`src/acrs_pkg.sv`:
```
// shared constants for the converter control word and read-select logic
package acrs_pkg;
    localparam int CTRL_W = 14;
    localparam logic [13:0] CTRL_RESET = 14'h0000;
    localparam int BIT_LAUNCH = 0;
    localparam int BIT_CHOICE_LO = 1;
    localparam int BIT_CHOICE_HI = 2;
    localparam int BIT_KIND = 3;
    localparam int BIT_SOFT_CONV = 4;
    localparam int BIT_RANGE = 5;
    localparam int BIT_RDSEL_LO = 6;
    localparam int BIT_RDSEL_HI = 7;
    localparam int BIT_PWR_LO = 8;
    localparam int BIT_PWR_HI = 9;
    localparam logic [1:0] TGT_NONE = 2'h0;
    localparam logic [1:0] TGT_TEST = 2'h1;
    localparam logic [1:0] TGT_CAL = 2'h2;
    localparam logic [1:0] TGT_CTRL = 2'h3;
    localparam logic [1:0] RD_DATA = 2'h0;
    localparam logic [1:0] RD_TEST = 2'h1;
    localparam logic [1:0] RD_CAL = 2'h2;
    localparam logic [1:0] RD_STATUS = 2'h3;
    localparam logic [1:0] STATUS_ONES = 2'h3;
    // calibration steps, in the order a sequence runs them
    localparam logic [2:0] STEP_DAC = 3'h4;
    localparam logic [2:0] STEP_GAIN = 3'h2;
    localparam logic [2:0] STEP_OFFS = 3'h1;
    typedef enum logic [2:0] {
        ACRS_CAL_FULL_INT, ACRS_CAL_GO_INT, ACRS_CAL_OFFS_INT, ACRS_CAL_GAIN_INT,
        ACRS_CAL_FULL_SYS, ACRS_CAL_GO_SYS, ACRS_CAL_OFFS_SYS, ACRS_CAL_GAIN_SYS
    } acrs_cal_e;
endpackage

```
`src/acrs_byte_pair.sv`:
```
// assembles two host byte writes into one 16-bit word
`timescale 1ns/1ps
`default_nettype none
module acrs_byte_pair (
    input wire logic core_clk, // core clock
    input wire logic resetn, // async reset, active low
    input wire logic byteWr, // one-cycle byte write strobe
    input wire logic [7:0] byteIn, // byte from the data pins
    output logic wordValid, // pulse: full word assembled
    output logic [15:0] wordOut // assembled word
);
    logic haveLow_q;
    logic [7:0] lowByte_q;

    // low byte first, high byte second
    always_ff @(posedge core_clk or negedge resetn) begin
        if (!resetn) begin
            haveLow_q <= 1'b0;
            lowByte_q <= 8'h00;
        end else if (byteWr) begin
            haveLow_q <= !haveLow_q;
            if (!haveLow_q) begin
                lowByte_q <= byteIn;
            end
        end
    end

    always_ff @(posedge core_clk or negedge resetn) begin
        if (!resetn) begin
            wordValid <= 1'b0;
            wordOut <= 16'h0000;
        end else begin
            wordValid <= byteWr && haveLow_q;
            if (byteWr && haveLow_q) begin
                wordOut <= {byteIn, lowByte_q};
            end
        end
    end
endmodule
`default_nettype wire

```
`src/acrs_control_read_select.sv`:
```
// converter control word, write decode and read-select multiplexer
`timescale 1ns/1ps
`default_nettype none
module acrs_control_read_select #(
    parameter int DATA_W = 12 // conversion result width
) (
    input wire logic core_clk, // core clock
    input wire logic resetn, // async reset, active low
    input wire logic byteWr, // one-cycle byte write strobe
    input wire logic [7:0] byteIn, // write byte on low data pins
    input wire logic sleepPin, // sleep pin, asynchronous
    input wire logic [DATA_W-1:0] convResult, // conversion result
    input wire logic convDone, // pulse: conversion ended
    input wire logic calDone, // pulse: calibration ended
    input wire logic [15:0] testRdData, // test register contents
    input wire logic [15:0] calRdData, // addressed coefficient word
    output logic [15:0] readData, // word presented on reads
    output logic [13:0] testWrData, // test register write data
    output logic testWrEn, // pulse: test register write
    output logic [13:0] calWrData, // coefficient write data
    output logic calWrEn, // pulse: coefficient write
    output logic [1:0] calAddr, // coefficient register select
    output logic convStart, // pulse: start one conversion
    output logic calStart, // pulse: start calibration
    output logic [2:0] calSteps, // dac/gain/offset step mask
    output logic bipolarRange, // 1: bipolar, twos complement
    output logic [2:0] powerMode, // {sleep, power field}
    output logic busy // conversion or calibration running
);
    // ==========================================================
    // word assembly and write decode
    logic wordValid;
    logic [15:0] word;
    logic [13:0] ctrl_q;
    logic [13:0] ctrl_d;
    logic convBusy_q;
    logic calBusy_q;
    logic sleepMeta_q;
    logic sleepSync_q;

    acrs_byte_pair i_acrs_byte_pair (
        .core_clk(core_clk),
        .resetn(resetn),
        .byteWr(byteWr),
        .byteIn(byteIn),
        .wordValid(wordValid),
        .wordOut(word)
    );

    // ==========================================================
    // write target decode
    // one decode shared by every destination, so a word never reaches two targets
    function automatic logic hits_target(input logic valid, input logic [1:0] tgt,
        input logic [1:0] want);
        return valid && (tgt == want);
    endfunction

    logic [1:0] target;
    logic ctrlWr;
    logic testWr;
    logic calWr;

    assign target = word[15:14];
    assign ctrlWr = hits_target(wordValid, target, acrs_pkg::TGT_CTRL);
    assign testWr = hits_target(wordValid, target, acrs_pkg::TGT_TEST);
    assign calWr = hits_target(wordValid, target, acrs_pkg::TGT_CAL);

    // ==========================================================
    // calibration step decode
    function automatic logic [2:0] cal_steps(input logic [2:0] code);
        logic [2:0] s;
        s = acrs_pkg::STEP_GAIN;
        case (acrs_pkg::acrs_cal_e'(code))
            acrs_pkg::ACRS_CAL_FULL_INT, acrs_pkg::ACRS_CAL_FULL_SYS: begin
                s = acrs_pkg::STEP_DAC | acrs_pkg::STEP_GAIN | acrs_pkg::STEP_OFFS;
            end
            acrs_pkg::ACRS_CAL_GO_INT, acrs_pkg::ACRS_CAL_GO_SYS: begin
                s = acrs_pkg::STEP_GAIN | acrs_pkg::STEP_OFFS;
            end
            acrs_pkg::ACRS_CAL_OFFS_INT, acrs_pkg::ACRS_CAL_OFFS_SYS: begin
                s = acrs_pkg::STEP_OFFS;
            end
            acrs_pkg::ACRS_CAL_GAIN_INT, acrs_pkg::ACRS_CAL_GAIN_SYS: begin
                s = acrs_pkg::STEP_GAIN;
            end
            default: begin
                s = acrs_pkg::STEP_GAIN;
            end
        endcase
        return s;
    endfunction

    // ==========================================================
    // control word
    // start bits self-clear on the done pulse; a fresh write wins over the done
    always_comb begin
        ctrl_d = ctrl_q;
        if (convDone) begin
            ctrl_d[acrs_pkg::BIT_SOFT_CONV] = 1'b0;
        end
        if (calDone) begin
            ctrl_d[acrs_pkg::BIT_LAUNCH] = 1'b0;
        end
        if (ctrlWr) begin
            // bits 13:10 stored as written; host keeps them zero
            ctrl_d = word[13:0];
        end
    end

    always_ff @(posedge core_clk or negedge resetn) begin
        if (!resetn) begin
            ctrl_q <= acrs_pkg::CTRL_RESET;
        end else begin
            ctrl_q <= ctrl_d;
        end
    end

    // ==========================================================
    // start pulses and busy tracking
    // a start written while already running is ignored, so one write gives one run
    logic convKick;
    logic calKick;
    assign convKick = ctrlWr && word[acrs_pkg::BIT_SOFT_CONV] && !convBusy_q && !calBusy_q;
    assign calKick = ctrlWr && word[acrs_pkg::BIT_LAUNCH] && !calBusy_q && !convBusy_q;

    always_ff @(posedge core_clk or negedge resetn) begin
        if (!resetn) begin
            convStart <= 1'b0;
        end else begin
            convStart <= convKick;
        end
    end

    // busy holds from the start pulse until the matching done pulse
    always_ff @(posedge core_clk or negedge resetn) begin
        if (!resetn) begin
            convBusy_q <= 1'b0;
        end else if (convKick) begin
            convBusy_q <= 1'b1;
        end else if (convDone) begin
            convBusy_q <= 1'b0;
        end
    end

    always_ff @(posedge core_clk or negedge resetn) begin
        if (!resetn) begin
            calStart <= 1'b0;
        end else begin
            calStart <= calKick;
        end
    end

    // mask frozen at launch; later writes to bits 2:1 only move the coefficient address
    always_ff @(posedge core_clk or negedge resetn) begin
        if (!resetn) begin
            calSteps <= 3'h0;
        end else if (calKick) begin
            calSteps <= cal_steps(word[acrs_pkg::BIT_KIND:acrs_pkg::BIT_CHOICE_LO]);
        end
    end

    always_ff @(posedge core_clk or negedge resetn) begin
        if (!resetn) begin
            calBusy_q <= 1'b0;
        end else if (calKick) begin
            calBusy_q <= 1'b1;
        end else if (calDone) begin
            calBusy_q <= 1'b0;
        end
    end

    // a stray done pulse with nothing running is harmless: the flag is already clear
    assign busy = convBusy_q || calBusy_q;

    // ==========================================================
    // mode outputs
    // the sleep pin may move at any time, so two flops stand before any use
    always_ff @(posedge core_clk or negedge resetn) begin
        if (!resetn) begin
            sleepMeta_q <= 1'b0;
        end else begin
            sleepMeta_q <= sleepPin;
        end
    end

    always_ff @(posedge core_clk or negedge resetn) begin
        if (!resetn) begin
            sleepSync_q <= 1'b0;
        end else begin
            sleepSync_q <= sleepMeta_q;
        end
    end

    // fed from ctrl_d so the modes turn over on the same edge as the register
    always_ff @(posedge core_clk or negedge resetn) begin
        if (!resetn) begin
            powerMode <= 3'h0;
        end else begin
            powerMode <= {sleepSync_q, ctrl_d[acrs_pkg::BIT_PWR_HI:acrs_pkg::BIT_PWR_LO]};
        end
    end

    always_ff @(posedge core_clk or negedge resetn) begin
        if (!resetn) begin
            bipolarRange <= 1'b0;
        end else begin
            bipolarRange <= ctrl_d[acrs_pkg::BIT_RANGE];
        end
    end

    // coefficient address only meaningful while no calibration launched
    always_ff @(posedge core_clk or negedge resetn) begin
        if (!resetn) begin
            calAddr <= 2'h0;
        end else begin
            calAddr <= ctrl_d[acrs_pkg::BIT_CHOICE_HI:acrs_pkg::BIT_CHOICE_LO];
        end
    end

    // ==========================================================
    // test and calibration register writes
    always_ff @(posedge core_clk or negedge resetn) begin
        if (!resetn) begin
            testWrEn <= 1'b0;
        end else begin
            testWrEn <= testWr;
        end
    end

    always_ff @(posedge core_clk or negedge resetn) begin
        if (!resetn) begin
            testWrData <= 14'h0000;
        end else if (testWr) begin
            testWrData <= word[13:0];
        end
    end

    // while a calibration is launched the select bits name its type, not a register
    always_ff @(posedge core_clk or negedge resetn) begin
        if (!resetn) begin
            calWrEn <= 1'b0;
        end else begin
            calWrEn <= calWr && !ctrl_q[acrs_pkg::BIT_LAUNCH];
        end
    end

    always_ff @(posedge core_clk or negedge resetn) begin
        if (!resetn) begin
            calWrData <= 14'h0000;
        end else if (calWr) begin
            calWrData <= word[13:0];
        end
    end

    // ==========================================================
    // read multiplexer
    logic [15:0] statusWord;
    always_comb begin
        statusWord = 16'h0000;
        statusWord[acrs_pkg::BIT_PWR_HI:acrs_pkg::BIT_PWR_LO] =
            ctrl_q[acrs_pkg::BIT_PWR_HI:acrs_pkg::BIT_PWR_LO];
        statusWord[acrs_pkg::BIT_RDSEL_HI:acrs_pkg::BIT_RDSEL_LO] = acrs_pkg::STATUS_ONES;
        statusWord[acrs_pkg::BIT_RANGE] = ctrl_q[acrs_pkg::BIT_RANGE];
        statusWord[acrs_pkg::BIT_SOFT_CONV] = convBusy_q || calBusy_q;
        statusWord[acrs_pkg::BIT_KIND:acrs_pkg::BIT_CHOICE_LO] =
            ctrl_q[acrs_pkg::BIT_KIND:acrs_pkg::BIT_CHOICE_LO];
        statusWord[acrs_pkg::BIT_LAUNCH] = calBusy_q;
    end

    // taken from the stored word, so it persists across any number of reads
    logic [1:0] readSel;
    assign readSel = ctrl_q[acrs_pkg::BIT_RDSEL_HI:acrs_pkg::BIT_RDSEL_LO];

    always_ff @(posedge core_clk or negedge resetn) begin
        if (!resetn) begin
            readData <= 16'h0000;
        end else begin
            case (readSel)
                acrs_pkg::RD_DATA: begin
                    readData <= {{(16-DATA_W){1'b0}}, convResult};
                end
                acrs_pkg::RD_TEST: begin
                    readData <= testRdData;
                end
                acrs_pkg::RD_CAL: begin
                    readData <= calRdData;
                end
                acrs_pkg::RD_STATUS: begin
                    readData <= statusWord;
                end
                default: begin
                    readData <= 16'h0000;
                end
            endcase
        end
    end
endmodule
`default_nettype wire

```
`config.mk`:
```
export PLATFORM = sky130hd
export DESIGN_NAME = acrs_control_read_select
export DESIGN_NICKNAME = d
export VERILOG_FILES = /design/src/acrs_pkg.sv /design/src/acrs_byte_pair.sv /design/src/acrs_control_read_select.sv
export SDC_FILE = /design/constraint.sdc
export NUM_CORES = 1
export LEC_CHECK = 0
export ABC_AREA = 1
export BUFFER_PORTS_ARGS = -buffer_cell sky130_fd_sc_hd__buf_4
export CORE_ASPECT_RATIO = 1.1
export CORE_UTILIZATION = 45
export CTS_BUF_LIST = sky130_fd_sc_hd__clkbuf_8
export CTS_CLUSTER_SIZE = 14
export DETAILED_ROUTE_END_ITERATION = 7
export GPL_TIMING_DRIVEN = 0
export PLACE_DENSITY_LB_ADDON = 0.1
export SLEW_MARGIN = 5
export SYNTH_ARGS = -nofsm -noshare
export SYNTH_HDL_FRONTEND = slang
export SYNTH_SLANG_ARGS = --single-unit
export TNS_END_PERCENT = 1
```
`constraint.sdc`:
```
create_clock -name core_clk -period 1.4 [get_ports core_clk]
set_input_delay 0.28 -clock core_clk [delete_from_list [all_inputs] [get_ports core_clk]]
set_output_delay 0.28 -clock core_clk [all_outputs]
set_load 0.02 [all_outputs]
```
; Word level (Yosys, flattened, before mapping)
; Memory sizes are Yosys's and may differ from the RTL's. A register that Yosys moved wholly into a read port is not among the register bits.
; Index checks and enable logic that the tools add are counted.
[totals]
ff_bits = 93
romBits = 24
out_inout_bits = 58
elab_cells = 57
mem_count = 1
[op_classes]
n_eq_ne = 6
n_mux = 6
bitwise = 1
n_reduce_logical = 22
[memory_table]
columns = memory, depth, word_bits, rd, rd_clocked_by_memory_dff, write_ports, line_no
row1 = (no name shown), 8, 3, 1, 1, 0, acrs_control_read_select.sv:73  ; case (acrs_pkg::acrs_cal_e'(code))
[op_table]
columns = op, count
row1 = one-hot mux 16 bit (4 select lines), 1
row2 = logical AND 1 bit, 11
row3 = 2-to-1 mux 10 bit, 1
row4 = == test 2 bit (second input constant), 4
row5 = nonzero test 2 bit, 3
row6 = zero test 1 bit, 5
row7 = == test 2 x 1 -> 1 bit (second input constant), 2
row8 = 2-to-1 mux 1 bit, 4
row9 = zero test 2 bit, 1
row10 = AND reduction 2 bit, 1
row11 = logical OR 1 bit, 1
row12 = NOT 1 bit, 1

; Depth between registers and ports, before layout
[depth]
depth_word = 6
ltp_mapped = 7
mapped_depth_nobuf = 5

; Hierarchy
; A second synthesis with hierarchy kept.
[unflattened]
hier_cells = 382
hier_area_um2 = 3677.3
[modules_own_cells]
columns = mod, n_inst, cells_per_inst, area_per_inst_um2
row1 = acrs_control_read_select, 1, 273, 2607.5
row2 = acrs_byte_pair, 1, 109, 1069.8

; Least setup slack after synthesis
; Ideal clock, no wire load.
[synth_path]
path_type = flip-flop to flip-flop
from = reg i_acrs_byte_pair.haveLow_q
to = reg i_acrs_byte_pair.lowByte_q[7]
setup_ns = 0.117
arrival_ns = 0.965
t_required_ns = 1.283
path_slack_ns = 0.317
path_stages_with_launch = 6
path_buffers = 2
cell_sequence = dfrtp_1 > or2_1 > buf_6 > buf_6 > nand2_1 > o21ai_2
[synth_between]
elab_chain_len = 2
[synth_rtl]
columns = element, line_no
row1 = from (decl), acrs_byte_pair.sv:12  ; logic haveLow_q;
row2 = from (signal assigned), acrs_byte_pair.sv:21  ; haveLow_q <= !haveLow_q;
row3 = NOT 1 bit (no line), --
row4 = AND reduction 2 bit (no line), --
row5 = to (signal assigned), acrs_byte_pair.sv:23  ; lowByte_q <= byteIn;
row6 = to (decl), acrs_byte_pair.sv:13  ; logic [7:0] lowByte_q;
; No other way between the ends.
; A chain may end at the register's enable or synchronous reset.

; Final worst setup path
[layout_path]
from = reg calBusy_q
to = out busy
[layout_between]
elab_chain_len = 1
[layout_rtl]
columns = element, line_no
row1 = from (decl), acrs_control_read_select.sv:37  ; logic calBusy_q;
row2 = from (signal assigned), acrs_control_read_select.sv:164  ; calBusy_q <= 1'b0;
row3 = from (signal assigned), acrs_control_read_select.sv:166  ; calBusy_q <= 1'b1;
row4 = from (signal assigned), acrs_control_read_select.sv:168  ; calBusy_q <= 1'b0;
row5 = logical OR 1 bit, acrs_control_read_select.sv:173  ; assign busy = convBusy_q || calBusy_q;
row6 = to (decl), acrs_control_read_select.sv:28  ; output logic busy
; No other way between the ends.

==> results.yml <==
outcome:
  status: "completed"
synthesis:
  synthCells: 365
  netlist-cell-type-count: 22
  synth-async-reset-ratio_pct: 100
  syn_area_mm2: 0.00365
  library_cell_with_the_highest_instance_count_after_synthesis: "nand2_1"
  ys.flop_type: "dfrtp_1"
  synth.top_cells.by_count: "nand2_1 (127), dfrtp_1 (91), inv_1 (29), o21ai_0 (29), o21ai_2 (22)"
  synth_area_leader_cell: "dfrtp_1"
  post_synth.cell_area_avg_um2: 10.0
  post-synth-top-area-fraction_pct: 62.4
  yosysWarnings: 0
  synth_nets: 423
  synth.area.top_cells: "dfrtp_1 (62%), nand2_1 (13%), o21ai_2 (5.3%)"
  post_synth_edffs: 0
  synth_seq_cells: 91
  ys_seq_area_share_pct: 62.4
floorplan:
  core_region_area_mm2: 0.00787
  floorplan.initialDensity_pct: 46.4
  chipWidth_um: 87.9
  fp-row-count: 34
  die_h_um: 96.4
  io-pin-count: 116
  design.die.area_mm2: 0.00847
sta:
  post-route-min-period_ns: 1.33
  final-max-slew-violation-count: 0
  final.setup_skew_ns: 0.0148
  final_report_setup_violation_count: 0
  upper_clock_frequency_limit_mhz: 754
  slew-limit-headroom_pct: 23.3
  worst-slew-pin-transition_ns: 1.15
  timing.final.hold_violations: 0
  rsz0062_at_grt: "no"
  whs_ns: 0.0352
  totalNegativeSetupSlack_ns: 0
  layout_worst_path_cycle_share_pct: 94.7
grt:
  largest_net_degree_at_the_start_of_global_routing: 92
  track_usage_pct: 19.3
  grt_pass1_vias: 2442
  grt_first_pass_wirelength_um: 12100
  overflow: 0
  antenna_found_initial: 0
power:
  leakage_nw: 2.53
  power_per_cell_area_mw_per_mm2: 1980
  worst_ir_drop_vdd_v: 0.000702
  report.power.total_w: 0.00963
flow_run:
  drv_cap: 0
layout:
  num_antenna_cells: 0
  multi_input_comb_area_mm2: 0.00108
  final_layout_size_suffix_gt1_share_pct: 36.3
  layout_nets: 549
  final_design_area_no_fill_mm2: 0.00486
  seq_area_mm2: 0.00228
  n_fill_cell: 698
  areaGrowthSynthToFinish_pct: 33.1
  final_core_util_pct: 61.7
critical_path:
  critical_path_peak_fanout: 3
  worst_r2r_endpoint: "i_acrs_byte_pair.wordOut[11]"
  timing.rr.start: "i_acrs_byte_pair.haveLow_q"
  ff2ff_path_depth: 3
  cp_top_family: "flip-flops"
  worst_ep_required_time_ns: 1.12
  crit_buf_inv: 2
  critPathArrivalTime_ns: 1.05
  worst_path_max_delay_cell: "dfrtp_1"
  worst_setup_path_end_kind: "output pin"
  regToRegSetupSlack_ns: 0.16
  start_kind: "flip-flop"
  critPathKind: "flip-flop to output pin"
  crit_path_cell_trace: "inv_2 -> nand2_1 -> buf_4"
  critical_path_s_largest_stage_delay_ns: 0.41
clock_network:
  cts_sinks: 91
  clkLatencyLatePin_ns: 0.35
  cts.reportedPaths.clkPinSlew_ns: 0.09
  post_cts.repair.setup_buffers: 0
  clockBufferDepth: 2
  tritoncts_clock_tree: "yes"
  cell_chosen_for_the_clock_root: "clkbuf_8"
  total_cts_buffers: 9
  cts_max_level: 3
  postCtsHoldBufs: 0
drt:
  drt-total-wl_um: 7900
  drtPass1Iterations: 4
  drt_first_iter_violations: 181
  antenna_left: 0
  avgViaCountPerCell: 4.66
  route.detailed.drc: 0
  route.vias.total: 2813
  wl_per_cell_um: 13.1
placed_design:
  placement.cell_area_mm2: 0.00465
  gpl.final_weighted_congestion: 0.755
  numPortBuffers: 115
  post-dp-hpwl_um: 5720
min_path:
  hp_class: "input pin to flip-flop"
  hold_start: "sleepPin"
  worst_hold_path.endpoint: "sleepMeta_q"
  cell_depth_of_the_worst_min_delay_path: 1
## layout make-up
type                            count  area share, %
Sequential cell                    91           46.9
Multi-Input combinational cell    223           22.3
Timing Repair Buffer              115           17.8
Buffer                             18           3.35
Tap cell                          108           2.78
Clock buffer                        9           2.55
Inverter                           33           2.55
Clock inverter                      7           1.78
## metal layers
layer,wire length (um),track usage (%),vias to the layer above
met1,3560,26.2,1292
met4,127,8.20,0
met3,505,4.16,10
li1,-,-,1419
met2,3710,29.9,92
met5,0,0,-
## kinds of logic after synthesis
| logic type | count (synthesis) | synth area share (%) |
|---|---|---|
| DFF | 91 | 62.4 |
| and+or+nand+nor | 158 | 18.6 |
| buffers and inverters | 51 | 7.85 |
| AOI/OAI and AO/OA | 65 | 11.2 |
## metrics by stage
step	instances	setup WS [ns]
6_report	604	0.0741
5_1_grt	604	0.00401
4_1_cts	604	0.0405
3_5_place_dp	588	0.0941
3_3_place_gp	588	0.109
2_1_floorplan	365	0.317
## worst max path at each step
stage,cells after the start,slack (ns),from,endpoint
after floorplan,5,0.32,i_acrs_byte_pair.haveLow_q,i_acrs_byte_pair.lowByte_q[7]
after global placement,1,0.11,resetn,i_acrs_byte_pair.wordOut[12]
after detailed placement,1,0.09,resetn,calWrData[11]
after CTS,3,0.04,calBusy_q,busy
after global routing,3,0.004,calBusy_q,busy
final,3,0.07,calBusy_q,busy
## power by group
| part | internal (W) | leakage [nW] | switching [W] |
|---|---|---|---|
| Combinational | 0.00160 | 1.26 | 0.00214 |
| Clock | 0.000987 | 0.109 | 0.000876 |
| Sequential | 0.00350 | 1.16 | 0.000527 |
| Total | 0.00609 | 2.53 | 0.00354 |
## layout by cell type (no fill, tap or decap), types with 3 or more instances in the layout
cell and n:
buf_4 119, buf_6 8, clkbuf_8 9, dfrtp_1 91, inv_1 31, inv_2 5
nand2_1 127, nand3_1 5, nand3_2 3, nand4_1 11, nor2_1 4, o21ai_0 29
o21ai_1 14, o21ai_2 22
## state kept, by name, summed over array words and instances (netlist names)
register	cells
testWrData	14
convStart	1
calWrData	14
sleepMeta_q	1
testWrEn	1
convBusy_q	1
i_acrs_byte_pair.wordOut	16
calStart	1
calAddr	1
ctrl_q	6
i_acrs_byte_pair.wordValid	1
sleepSync_q	1
powerMode	3
i_acrs_byte_pair.haveLow_q	1
readData	16
calWrEn	1
calSteps	3
i_acrs_byte_pair.lowByte_q	8
calBusy_q	1
## repair_timing
action                                 4_1_cts  5_1_grt
endpoints found under the hold margin        0        0
setup endpoints to repair                    0        1
resized for setup                            0        1
## worst reg2reg max path: cells and delay by family (launching register included)
kind	cells	cell delay, ns
buffers and inverters	1	0.34
AO/OA/AOI/OAI	1	0.14
flip-flops	1	0.39
AND/OR/NAND/NOR	1	0.25
(Power assumes the default switching activity.)
